<file path="src/rtl/rlsd_consts.svh">
// register offsets, field positions and filter timing for the load switch block
`ifndef RLSD_CONSTS_SVH
`define RLSD_CONSTS_SVH

// ==========================================================
// register byte offsets
`define RLSD_CTRL_OFS 12'h000
`define RLSD_STAT_OFS 12'h004
`define RLSD_IRQ_STAT_OFS 12'h008
`define RLSD_IRQ_EN_OFS 12'h00C
`define RLSD_IRQ_CLR_OFS 12'h010

// ==========================================================
// control fields
`define RLSD_CTRL_ON_BIT 0
`define RLSD_CTRL_CLR_BIT 1

// ==========================================================
// status fields, same layout in the interrupt registers
`define RLSD_ST_OPEN_BIT 0
`define RLSD_ST_OC_BIT 1
`define RLSD_ST_OT_BIT 2
`define RLSD_ST_DRAIN_BIT 3
`define RLSD_ST_DRV_BIT 4
`define RLSD_IRQ_W 3

// ==========================================================
// filter times in ns and derived cycles at 100 ns per clock
`define RLSD_CLK_PERIOD_NS 100
`define RLSD_T1_NS 10000
`define RLSD_T2_NS 100000
`define RLSD_T1_CYC ((`RLSD_T1_NS + `RLSD_CLK_PERIOD_NS - 1) / `RLSD_CLK_PERIOD_NS)
`define RLSD_T2_CYC ((`RLSD_T2_NS + `RLSD_CLK_PERIOD_NS - 1) / `RLSD_CLK_PERIOD_NS)

`endif

</file>
<file path="src/rtl/rlsd_pkg.sv">
// types shared by the load switch block
package rlsd_pkg;
   // ==========================================================
   // raw comparator levels
   typedef struct packed {
      logic below_thr;
      logic drain_high;
      logic overcurrent;
      logic overtemp;
   } rlsd_cmp_t;

   // ==========================================================
   // driver state
   typedef enum logic [1:0] {
      RLSD_OFF = 2'b00,
      RLSD_ON = 2'b01,
      RLSD_FAULT = 2'b10
   } rlsd_state_t;
endpackage : rlsd_pkg

</file>
<file path="src/rtl/rlsd_switch.sv">
// control and diagnostics for one open-drain low-side switch on a resistive load
//
// Summary of operation
// - the switch turns on only from the on-command bit that software writes; it turns off from that bit or from a shutdown.
// - open load sets a status-only flag after the below-threshold comparator holds for T2.
// - open-load filtering runs only while the driver is commanded off.
// - the drain-level status bit follows the drain comparator filtered for T1 on both edges.
// - overcurrent held for T1 switches the driver off and sets the overcurrent fault flag.
// - overtemperature held for T1 switches the driver off and sets the overtemp fault flag.
// - an overcurrent or overtemperature shutdown also clears the stored on-command.
// - an overtemperature fault clears only once the filtered temperature condition is gone.
// - any reset forces the driver off and returns all control and status bits to initial state.
//
// The register offsets and the APB slave port are this design's own decisions.
`timescale 1ns/1ps
`include "rlsd_consts.svh"
module rlsd_switch
   import rlsd_pkg::*;
#(
   parameter int T1_CYC = `RLSD_T1_CYC,
   parameter int T2_CYC = `RLSD_T2_CYC
) (
   // clock and reset
   input wire logic pclk,
   input wire logic presetn,
   // apb slave
   input wire logic psel,
   input wire logic penable,
   input wire logic pwrite,
   input wire logic [11:0] paddr,
   input wire logic [31:0] pwdata,
   output logic [31:0] prdata,
   output logic pready,
   output logic pslverr,
   // comparators from the output stage
   input wire rlsd_cmp_t cmp,
   // gate drive and interrupt
   output logic resistive_load_output,
   output logic irq
);
   // ==========================================================
   // bus decode
   wire logic acc = psel && penable;
   wire logic wr = acc && pwrite;
   wire logic hit_ctrl = (paddr == `RLSD_CTRL_OFS);
   wire logic hit_stat = (paddr == `RLSD_STAT_OFS);
   wire logic hit_ist = (paddr == `RLSD_IRQ_STAT_OFS);
   wire logic hit_ien = (paddr == `RLSD_IRQ_EN_OFS);
   wire logic hit_icl = (paddr == `RLSD_IRQ_CLR_OFS);
   wire logic mapped = hit_ctrl | hit_stat | hit_ist | hit_ien | hit_icl;
   wire logic fault_clear_cmd = wr && hit_ctrl && pwdata[`RLSD_CTRL_CLR_BIT];
   wire logic on_write = wr && hit_ctrl;

   // ==========================================================
   // state
   logic switch_on_cmd_r;
   logic switch_on_cmd_nxt;
   logic overcurrent_fault_flag_r;
   logic overcurrent_fault_flag_nxt;
   logic overtemp_fault_flag_r;
   logic overtemp_fault_flag_nxt;
   logic open_load_flag_r;
   logic open_load_flag_nxt;
   logic drv_r;
   logic drv_nxt;
   rlsd_state_t state_r;
   rlsd_state_t state_nxt;
   logic [`RLSD_IRQ_W-1:0] ist_r;
   logic [`RLSD_IRQ_W-1:0] ist_nxt;
   logic [`RLSD_IRQ_W-1:0] ien_r;
   logic [`RLSD_IRQ_W-1:0] ien_nxt;
   logic [31:0] prdata_r;
   logic [31:0] prdata_nxt;
   logic pslverr_r;
   logic irq_r;

   // ==========================================================
   // comparator filters
   logic open_filt;
   logic drain_level_status;
   logic oc_filt;
   logic ot_filt;

   // open-load filter frozen while the driver is commanded on
   rlsd_filter #(.CYCLES(T2_CYC), .INIT(1'b0)) u_open (
      .pclk(pclk), .presetn(presetn), .hold(switch_on_cmd_r),
      .din(cmp.below_thr), .dout(open_filt));
   rlsd_filter #(.CYCLES(T1_CYC), .INIT(1'b0)) u_drain (
      .pclk(pclk), .presetn(presetn), .hold(1'b0),
      .din(cmp.drain_high), .dout(drain_level_status));
   rlsd_filter #(.CYCLES(T1_CYC), .INIT(1'b0)) u_oc (
      .pclk(pclk), .presetn(presetn), .hold(1'b0),
      .din(cmp.overcurrent), .dout(oc_filt));
   rlsd_filter #(.CYCLES(T1_CYC), .INIT(1'b0)) u_ot (
      .pclk(pclk), .presetn(presetn), .hold(1'b0),
      .din(cmp.overtemp), .dout(ot_filt));

   // ==========================================================
   // fault and command logic
   wire logic oc_trip = oc_filt && !overcurrent_fault_flag_r;
   wire logic ot_trip = ot_filt && !overtemp_fault_flag_r;
   wire logic shutdown = oc_filt || ot_filt;
   wire logic ol_set = open_filt && !switch_on_cmd_r;
   wire logic faulted = overcurrent_fault_flag_nxt || overtemp_fault_flag_nxt;

   // a new trip wins over a clear arriving in the same cycle
   assign overcurrent_fault_flag_nxt = oc_filt
      || (overcurrent_fault_flag_r && !fault_clear_cmd);
   // overtemp stays latched while the filtered condition persists
   assign overtemp_fault_flag_nxt = ot_filt
      || (overtemp_fault_flag_r && !fault_clear_cmd);
   assign open_load_flag_nxt = ol_set
      || (open_load_flag_r && !fault_clear_cmd);
   // shutdown clears the stored command; on-command ignored while a fault is latched
   assign switch_on_cmd_nxt = shutdown ? 1'b0 :
      (on_write ? (pwdata[`RLSD_CTRL_ON_BIT] && !faulted) : switch_on_cmd_r);
   assign drv_nxt = switch_on_cmd_nxt;
   assign state_nxt = faulted ? RLSD_FAULT : (switch_on_cmd_nxt ? RLSD_ON : RLSD_OFF);

   // ==========================================================
   // interrupts: open load, overcurrent, overtemp events
   wire logic [`RLSD_IRQ_W-1:0] ev = {ot_trip, oc_trip, ol_set && !open_load_flag_r};
   wire logic [`RLSD_IRQ_W-1:0] icl = (wr && hit_icl) ? pwdata[`RLSD_IRQ_W-1:0] : '0;
   assign ist_nxt = ev | (ist_r & ~icl);
   assign ien_nxt = (wr && hit_ien) ? pwdata[`RLSD_IRQ_W-1:0] : ien_r;

   // ==========================================================
   // read mux
   wire logic [31:0] stat_word = {27'h0000000, drv_r, drain_level_status,
      overtemp_fault_flag_r, overcurrent_fault_flag_r, open_load_flag_r};
   wire logic [31:0] ctrl_word = {31'h00000000, switch_on_cmd_r};
   assign prdata_nxt = !(acc && !pwrite) ? 32'h00000000 :
      hit_ctrl ? ctrl_word :
      hit_stat ? stat_word :
      hit_ist ? {29'h00000000, ist_r} :
      hit_ien ? {29'h00000000, ien_r} : 32'h00000000;

   // zero-wait apb: pready held high, read data registered during setup
   logic [31:0] rd_hold;
   assign rd_hold = (psel && !penable && !pwrite) ?
      (hit_ctrl ? ctrl_word : hit_stat ? stat_word :
       hit_ist ? {29'h00000000, ist_r} : hit_ien ? {29'h00000000, ien_r} : 32'h00000000)
      : prdata_r;

   always_ff @(posedge pclk or negedge presetn) begin
      if (!presetn) begin
         switch_on_cmd_r <= 1'b0;
         overcurrent_fault_flag_r <= 1'b0;
         overtemp_fault_flag_r <= 1'b0;
         open_load_flag_r <= 1'b0;
         drv_r <= 1'b0;
         state_r <= RLSD_OFF;
         ist_r <= '0;
         ien_r <= '0;
         irq_r <= 1'b0;
      end else begin
         switch_on_cmd_r <= switch_on_cmd_nxt;
         overcurrent_fault_flag_r <= overcurrent_fault_flag_nxt;
         overtemp_fault_flag_r <= overtemp_fault_flag_nxt;
         open_load_flag_r <= open_load_flag_nxt;
         drv_r <= drv_nxt;
         state_r <= state_nxt;
         ist_r <= ist_nxt;
         ien_r <= ien_nxt;
         irq_r <= |(ist_nxt & ien_nxt);
      end
   end

   always_ff @(posedge pclk or negedge presetn) begin
      if (!presetn) begin
         prdata_r <= 32'h00000000;
         pslverr_r <= 1'b0;
      end else begin
         prdata_r <= rd_hold;
         pslverr_r <= psel && !penable && !mapped;
      end
   end

   assign prdata = prdata_r;
   assign pready = 1'b1;
   assign pslverr = pslverr_r;
   assign resistive_load_output = drv_r;
   assign irq = irq_r;

   // ==========================================================
   // checks
   oc_off_a: assert property (@(posedge pclk) disable iff (!presetn)
      oc_filt |=> !resistive_load_output) else $error("driver on during overcurrent");
   ot_off_a: assert property (@(posedge pclk) disable iff (!presetn)
      ot_filt |=> !resistive_load_output) else $error("driver on during overtemp");
   cmd_drop_a: assert property (@(posedge pclk) disable iff (!presetn)
      (oc_filt || ot_filt) |=> !switch_on_cmd_r) else $error("on command kept after trip");
   drv_cmd_a: assert property (@(posedge pclk) disable iff (!presetn)
      resistive_load_output == switch_on_cmd_r) else $error("driver differs from command");
   ol_hold_a: assert property (@(posedge pclk) disable iff (!presetn)
      (switch_on_cmd_r && !open_load_flag_r) |=> !open_load_flag_r)
      else $error("open load set while on");
   ol_status_a: assert property (@(posedge pclk) disable iff (!presetn)
      (ol_set && !shutdown && on_write && pwdata[0] && !faulted) |=> resistive_load_output)
      else $error("open load blocked driver");
   ot_latch_a: assert property (@(posedge pclk) disable iff (!presetn)
      (ot_filt && overtemp_fault_flag_r) |=> overtemp_fault_flag_r)
      else $error("overtemp cleared while hot");
   flag_keep_a: assert property (@(posedge pclk) disable iff (!presetn)
      (overcurrent_fault_flag_r && !fault_clear_cmd) |=> overcurrent_fault_flag_r)
      else $error("overcurrent flag lost");
   drain_lag_a: assert property (@(posedge pclk) disable iff (!presetn)
      $rose(drain_level_status) |-> $past(cmp.drain_high))
      else $error("drain status rose without input");
endmodule : rlsd_switch

</file>
<file path="src/rtl/rlsd_filter.sv">
// digital filter: output changes after the input holds a new level for a set time
`timescale 1ns/1ps
module rlsd_filter #(
   parameter int CYCLES = 100,
   parameter logic INIT = 1'b0
) (
   // clock and reset
   input wire logic pclk,
   input wire logic presetn,
   // filter control
   input wire logic hold,
   input wire logic din,
   output logic dout
);
   localparam int CW = $clog2(CYCLES + 1);
   logic [CW-1:0] cnt_r;
   logic [CW-1:0] cnt_nxt;
   logic dout_r;
   logic dout_nxt;
   wire logic differs = (din != dout_r);
   wire logic expire = (cnt_r == CW'(CYCLES - 1));

   // counting restarts whenever input agrees with output, so glitches never accumulate
   assign cnt_nxt = (hold || !differs || expire) ? '0 : cnt_r + CW'(1);
   assign dout_nxt = (!hold && differs && expire) ? din : dout_r;
   assign dout = dout_r;

   always_ff @(posedge pclk or negedge presetn) begin
      if (!presetn) begin
         cnt_r <= '0;
         dout_r <= INIT;
      end else begin
         cnt_r <= cnt_nxt;
         dout_r <= dout_nxt;
      end
   end
endmodule : rlsd_filter

</file>
<file path="config.mk">
export PLATFORM = sky130hd
export DESIGN_NAME = rlsd_switch
export DESIGN_NICKNAME = d
export VERILOG_FILES = /design/src/rtl/rlsd_pkg.sv /design/src/rtl/rlsd_switch.sv /design/src/rtl/rlsd_filter.sv
export VERILOG_INCLUDE_DIRS = /design/src /design/src/rtl
export SDC_FILE = /design/constraint.sdc
export NUM_CORES = 1
export LEC_CHECK = 0
export ABC_AREA = 1
export BUFFER_PORTS_ARGS = -buffer_cell sky130_fd_sc_hd__buf_2
export CORE_ASPECT_RATIO = 0.6
export CORE_MARGIN = 3
export CORE_UTILIZATION = 50
export DETAILED_ROUTE_END_ITERATION = 7
export GPL_ROUTABILITY_DRIVEN = 1
export MAX_ROUTING_LAYER = met4
export PLACE_DENSITY = 0.76
export SLEW_MARGIN = 20
export SYNTH_ARGS = -nofsm -noshare
export SYNTH_HDL_FRONTEND = slang
export SYNTH_SLANG_ARGS = --single-unit
</file>
<file path="constraint.sdc">
create_clock -name pclk -period 1.9 [get_ports pclk]
set_input_delay 0.095 -clock pclk [delete_from_list [all_inputs] [get_ports pclk]]
set_output_delay 0.095 -clock pclk [all_outputs]
set_load 0.02 [all_outputs]
</file>
==> results of run 1 <==
[per-stage QoR]
stage	power, W	util (%)	instances
floorplan	0.001331	-	383
global placement	0.001357	56.96	464
detailed placement	0.001363	56.96	464
CTS	0.002035	58.92	473
global route	0.002101	58.92	473
finish	0.002002	58.92	473
[cell usage in the layout (no fill, tap or decap), types with 2 or more instances in the layout]
master	Yosys	routed
xnor2_1	2	2
conb_1	2	28
ha_1	4	4
o21ai_0	11	11
inv_2	8	8
nor2_2	5	5
nor2_1	39	39
dfrtp_1	52	52
nor3_1	18	18
nand2_2	10	10
nor2_4	6	6
o21ai_1	4	4
nand3_1	17	17
nand2_1	74	74
nor4_1	2	2
nor3b_1	6	6
nand3_2	2	2
inv_1	40	40
nand4_1	2	2
buf_2	0	31
clkbuf_8	0	6
a21oi_1	12	12
nor3_2	3	3
or2_2	2	2
[power breakdown]
| group | internal, W | switching [W] |
|---|---|---|
| logic | 0.0000524 | 0.000145 |
| clock network | 0.000297 | 0.000364 |
| registers | 0.00113 | 0.0000162 |
| total | 0.00148 | 0.000525 |
[metal layers]
metal  global-route usage (%)  vias to the layer above  routed length [µm]  share of wire (%)
li1                         -                     1148                   -                  -
met1                    21.74                     1018                2620                 48
met2                    28.07                       52                2423                 45
met3                    4.876                       10                 303                5.6
met4                    6.136                        0                  87                1.6
met5                        -                        -                   0                  0
[worst register-to-register path: stages, from the launching register on]
cell	delay, ns
dfrtp_1	0.41
ha_1	0.22
nand2_1	0.08
inv_2	0.04
nand3_1	0.11
nand2_2	0.15
o21bai_1	0.19
a21oi_1	0.10
[state kept, by name (all words and copies together), names as in the netlist, 3 cells and up]
name / count
u_drain.cnt_r: 7
u_oc.cnt_r: 7
u_ot.cnt_r: 7
u_open.cnt_r: 10
prdata: 5
ien_r: 3
ist_r: 3
[how the worst max path moves through the flow]
stage / end / cells past startpoint / slack, ns
after floorplan: u_open.cnt_r[8] / 6 / 0.66
after global placement: u_drain.cnt_r[5] / 6 / 0.57
after detailed placement: u_drain.cnt_r[6] / 6 / 0.53
after CTS: u_drain.cnt_r[6] / 6 / 0.51
after global routing: u_drain.cnt_r[6] / 6 / 0.37
final: u_open.cnt_r[8] / 7 / 0.53
[layout make-up]
type	instances	share of cell area [%]
sequential	52	41.63
multi-input combinational	254	40.79
clock buffer	7	2.762
inverter	49	5.965
clock inverter	1	0.2402
timing repair buffer	33	5.524
tap	77	3.082
[cells by family (layout without fill, tap and decap cells)]
logic type / after synthesis / in the layout / synth area share (%)
other: 2 / 28 / 0.2612
AND/OR/NAND/NOR: 192 / 192 / 33.38
adder cells (fa/ha/maj): 4 / 4 / 1.741
AO/OA/AOI/OAI: 28 / 28 / 4.961
flip-flops: 52 / 52 / 45.26
buffers and inverters: 77 / 90 / 13.79
XOR/XNOR: 2 / 2 / 0.6093
==> summary.txt, run 1 <==
Setup path
  • Critical Path AT: 1.61 ns
  • Max incr delay on CP: 0.41 ns
  • CP max stage cell: dfrtp_1
  • WP data required: 2.14 ns
  • Critical path buffers and inverters: 1
  • CP delay by family, top: flip-flops
  • Reg2reg start: u_open.cnt_r[0]
  • Reg2Reg Setup Slack: 0.53 ns
  • CP endpoint kind: register
  • Peak fanout along the critical path: 10
  • Crit path kind: register to register
  • Reg-to-Reg End: u_open.cnt_r[8]
  • Crit path from: u_open.cnt_r[0]
  • Startpoint types: register
  • Crit-path cells: ha_1 -> nand2_1 -> inv_2 -> nand3_1 -> nand2_2 -> o21bai_1 -> a21oi_1
  • Worst Reg-to-Reg Cells: 7

Route
  • Avg WL per Cell: 11.49 µm
  • ANT nets after route: 0
  • Vias: 2228
  • Iter 0 DRT Violations: 103
  • Drt drc: 0
  • First drt pass iteration count: 4
  • Drt via density: 4.710
  • Detailed Route WL: 5433 µm

Timing
  • Period utilisation layout: 72.19%
  • Final Setup Violations: 0
  • Hold_ws: 0.05705 ns
  • Hold Fails Final Rpt: 0
  • Clk_skew: 0.004467 ns
  • Tmin final: 1.372 ns
  • Worst-case headroom to the max-slew limit: 56.58%
  • Unrepaired setup endpoints after global routing: false
  • F_max: 0.7291 GHz
  • Min setup slack post-route: 0.5284 ns
  • Max-slew violation count: 0
  • Setup TNS: 0 ns
  • Least-Margin Pin Slew: 0.6514 ns

Clocking
  • Hold-fix buffer count after cts: 1
  • CTS tree: yes
  • CTS Root Cell: clkbuf_8
  • # resized after CTS: 0
  • Clock transition at path regs: 0.09 ns
  • Clk sinks: 52
  • CTS H-tree lvls: 2
  • Clk buf depth: 2
  • Setup bufs post-CTS: 0
  • TritonCTS Buffers: 5
  • Worst-skew pair later-pin latency: 0.30 ns

Yosys
  • Area share of the largest cell type after synthesis: 45.26%
  • Avg Synthesized Cell Area: 8.054 µm²
  • Dominant cell by count in the synthesized netlist: nand2_1
  • Post-synth design cell area: 2875 µm²
  • Synth warnings: 0
  • Synth Instances: 357
  • FF+latch count, synth: 52
  • Most used DFF post-synth: dfrtp_1
  • Unique cell type count in the Yosys netlist: 31
  • FFs w/ async S/R, synth: 100.0%
  • Synth top area cells: dfrtp_1 (45%), nand2_1 (9.7%), buf_4 (7.3%), inv_1 (5.2%), nor2_1 (5.1%)
  • Top cells by count, synth: nand2_1 (74), dfrtp_1 (52), inv_1 (40)
  • EDFF count, synth: 0
  • Post-synthesis sequential area ratio: 45.26%
  • Area leader, netlist: dfrtp_1

Worst hold path
  • HP Start: cmp[3]
  • Hold EP: u_open.dout
  • Hold WC Path Type: input pin to register
  • Hold path cells: 3

Placement
  • Post-DP Area: 3022 µm²
  • Hpwl dp: 4233 µm
  • Final Wtd Congestion: 0.8405
  • Placement Setup Slack: 0.5323 ns
  • PortBufs: 31

Finish
  • Final net count: 452
  • Area growth, synth to finish: 8.703%
  • Post-route cell area: 3126 µm²
  • Sequential cell area: 1301 µm²
  • Fillers: 495
  • Share of cells above drive strength 1: 20.20%
  • Area of the multi-input gates: 1275 µm²
  • # diodes: 0

Global route
  • Initial antenna violation count: 0
  • Overall Global Routing Usage: 17.55%
  • Grt total ovfl: 0
  • Vias in the first global route: 2138
  • First-pass GRT wire length: 9170 µm
  • Largest net degree at the start of global routing: 53

Floorplanning
  • I/O pins: 89
  • Starting Density: 54.20%
  • FP Rows: 20
  • Core box area: 5305 µm²
  • Die Span Y: 64.74 µm
  • Die W: 103.9 µm
  • Die area: 6726 µm²

Run status
  • Result of the run: completed

Run
  • Maximum capacitance violations: 0

Power and ir drop
  • Lkg Pwr: 1.586 nW
  • Worst IR drop on VDD: 0.0002914 V
  • Power Density: 640.4 nW/µm²
(Power assumes the default switching activity.)
==> inputs of run 2 (changes only) <==
Clock period 1.9 ns to 1.4 ns, I/O delays scaled along.
==> summary.txt, run 2 (synthesis gave the netlist of run 1 again) <==
Floorplanning
  • I/O pins: 89 (unchanged)
  • FP Rows: 20 (unchanged)
  • Starting Density: 54.20% (unchanged)
  • Die W: 103.9 µm (unchanged)
  • Die Span Y: 64.74 µm (unchanged)
  • Die area: 6726 µm² (unchanged)
  • Core box area: 5305 µm² (unchanged)

Power and ir drop
  • Worst IR drop on VDD: 0.0004240 V (+46%)
  • Power Density: 817.6 nW/µm² (+28%)
  • Tot Pwr: 0.002626 W (+31%)
  • Lkg Pwr: 1.650 nW (+4.1%)

Route
  • DR top layer: met4
  • Detailed Route WL: 5292 µm (-2.6%)
  • Met1 wire length: 2642 µm (+0.84%)
  • Vias: 2226 (-0.090%)
  • Metal2 WL: 2337 µm (-3.5%)
  • Avg WL per Cell: 11.12 µm (-3.2%)
  • Drt drc: 0 (unchanged)
  • ANT nets after route: 0 (unchanged)
  • Drt via density: 4.676 (-0.72%)
  • First drt pass iteration count: 4 (unchanged)
  • Iter 0 DRT Violations: 94 (-8.7%)
  • Met3 wire len: 281 µm (-7.3%)

Clocking
  • Clock transition at path regs: 0.09 ns (about the same)
  • TritonCTS Buffers: 5 (unchanged)
  • CTS tree: yes
  • Clk buf depth: 2 (unchanged)
  • CTS H-tree lvls: 2 (unchanged)
  • Clk sinks: 52 (unchanged)
  • CTS Root Cell: clkbuf_8
  • Worst-skew pair later-pin latency: 0.30 ns (about the same)

Placement
  • Final Wtd Congestion: 0.8130 (-3.3%)
  • Post-DP Area: 3042 µm² (+0.66%)
  • PortBufs: 31 (unchanged)
  • Hpwl dp: 4060 µm (-4.1%)

Global route
  • Initial antenna violation count: 0 (unchanged)
  • Overall Global Routing Usage: 16.86% (-0.69 points)
  • Largest net degree at the start of global routing: 38 (-28%)
  • Grt total ovfl: 0 (unchanged)
  • Vias in the first global route: 2085 (-2.5%)
  • First-pass GRT wire length: 9059 µm (-1.2%)

Timing
  • Final Setup Violations: 0 (unchanged)
  • Max-slew violation count: 0 (unchanged)
  • Period utilisation layout: 98.36% (+26 points)
  • F_max: 0.7262 GHz (-0.39%)
  • Hold Fails Final Rpt: 0 (unchanged)
  • Tmin final: 1.377 ns (+0.005414 ns)
  • Clk_skew: 0.01038 ns (+0.005912 ns)
  • Unrepaired setup endpoints after global routing: true

Run
  • Maximum capacitance violations: 0 (unchanged)

Setup path
  • Critical Path AT: 1.57 ns (-0.04 ns)
  • CP endpoint kind: register
  • Peak fanout along the critical path: 10 (unchanged)
  • WP data required: 1.59 ns (-0.55 ns)
  • Startpoint types: register
  • Crit path kind: register to register

Finish
  • Final net count: 456 (+0.88%)
  • Commonest non-fill, non-tap cell in the layout: nand2_1
  • Largest register FFs: 10 (unchanged)
  • Area growth, synth to finish: 11.71%
  • # diodes: 0 (unchanged)
  • Final core utilization: 60.54% (+1.6 points)
  • Post-route cell area: 3212 µm² (+2.8%)
  • Commonest non-fill, non-tap cells in the layout: nand2_1 (71), dfrtp_1 (52), inv_1 (40)
  • Share of cells above drive strength 1: 24.06% (+3.9 points)
  • Largest register by flop count: u_open.cnt_r

Worst hold path
  • Hold WC Path Type: input pin to register

Run status
  • Result of the run: completed
==> run 2: cell count changes in the layout (fill, tap and decap cells not counted), sizes merged <==
cell,previous run,this run
buf,32,36
clkinvlp,1,0
clkbuf,7,6
clkinv,0,1
==> run 2: power by group <==
group          internal [W]  leakage (nW)  total, W  switching, W
Clock              0.000341        0.0410  0.000794      0.000453
Combinational     0.0000801         0.946  0.000282      0.000202
Sequential          0.00153         0.663   0.00155     0.0000203
Total               0.00195          1.65   0.00263      0.000675
==> run 2: path summary, 6_finish.rpt <==
kind / from / end / slack, ns / depth (start not counted)
max in group asynchronous: presetn / u_oc.cnt_r[4] / 0.66 / 3
worst max-delay path: u_open.cnt_r[6] / u_open.cnt_r[8] / 0.02 / 6
min in group asynchronous: presetn / u_drain.dout / 0.21 / 2
worst max register to register: u_open.cnt_r[6] / u_open.cnt_r[8] / 0.02 / 6
worst min-delay path: cmp[3] / u_open.dout / 0.02 / 3
worst min register to register: u_drain.cnt_r[0] / u_drain.cnt_r[0] / 0.47 / 1
==> run 2: cell type report <==
type                       instances  area [µm²]
sequential                        52        1301
inverter                          49       186.4
clock buffer                       6       72.57
fill                             488        2093
tap                               77       96.34
clock inverter                     1       5.005
multi-input combinational        254        1335
timing repair buffer              37       215.2
==> run 2: repair_timing <==
item	4_1_cts	5_1_grt
resized for setup	0	16
buffers inserted	0	3
setup endpoints to repair	0	23
hold buffers	1	0
endpoints found under the hold margin	15	0
==> run 2: per-layer routing <==
layer,vias to the layer above,global-route usage (%)
met1,1020,22.97
met5,-,-
met3,4,4.577
met2,46,25.57
li1,1156,-
met4,0,3.483
==> run 2: worst max-delay path, cell delays in order (launching register included) <==
cell	delay, ns
dfrtp_1	0.40
nand2_1	0.12
nor3_1	0.20
nand3_1	0.16
nand2_2	0.20
o21bai_1	0.14
a21oi_1	0.05
==> run 2: stage by stage <==
step	hold WS, ns	setup TNS [ns]	setup slack, ns	instances
2_1_floorplan	-0.2256	0	0.1611	383
3_3_place_gp	0.01769	0	0.05887	465
3_5_place_dp	0.01522	0	0.02201	465
4_1_cts	0.01027	0	0.01412	473
5_1_grt	0.03218	-0.1258	-0.1159	476
6_report	0.01696	0	0.02302	476
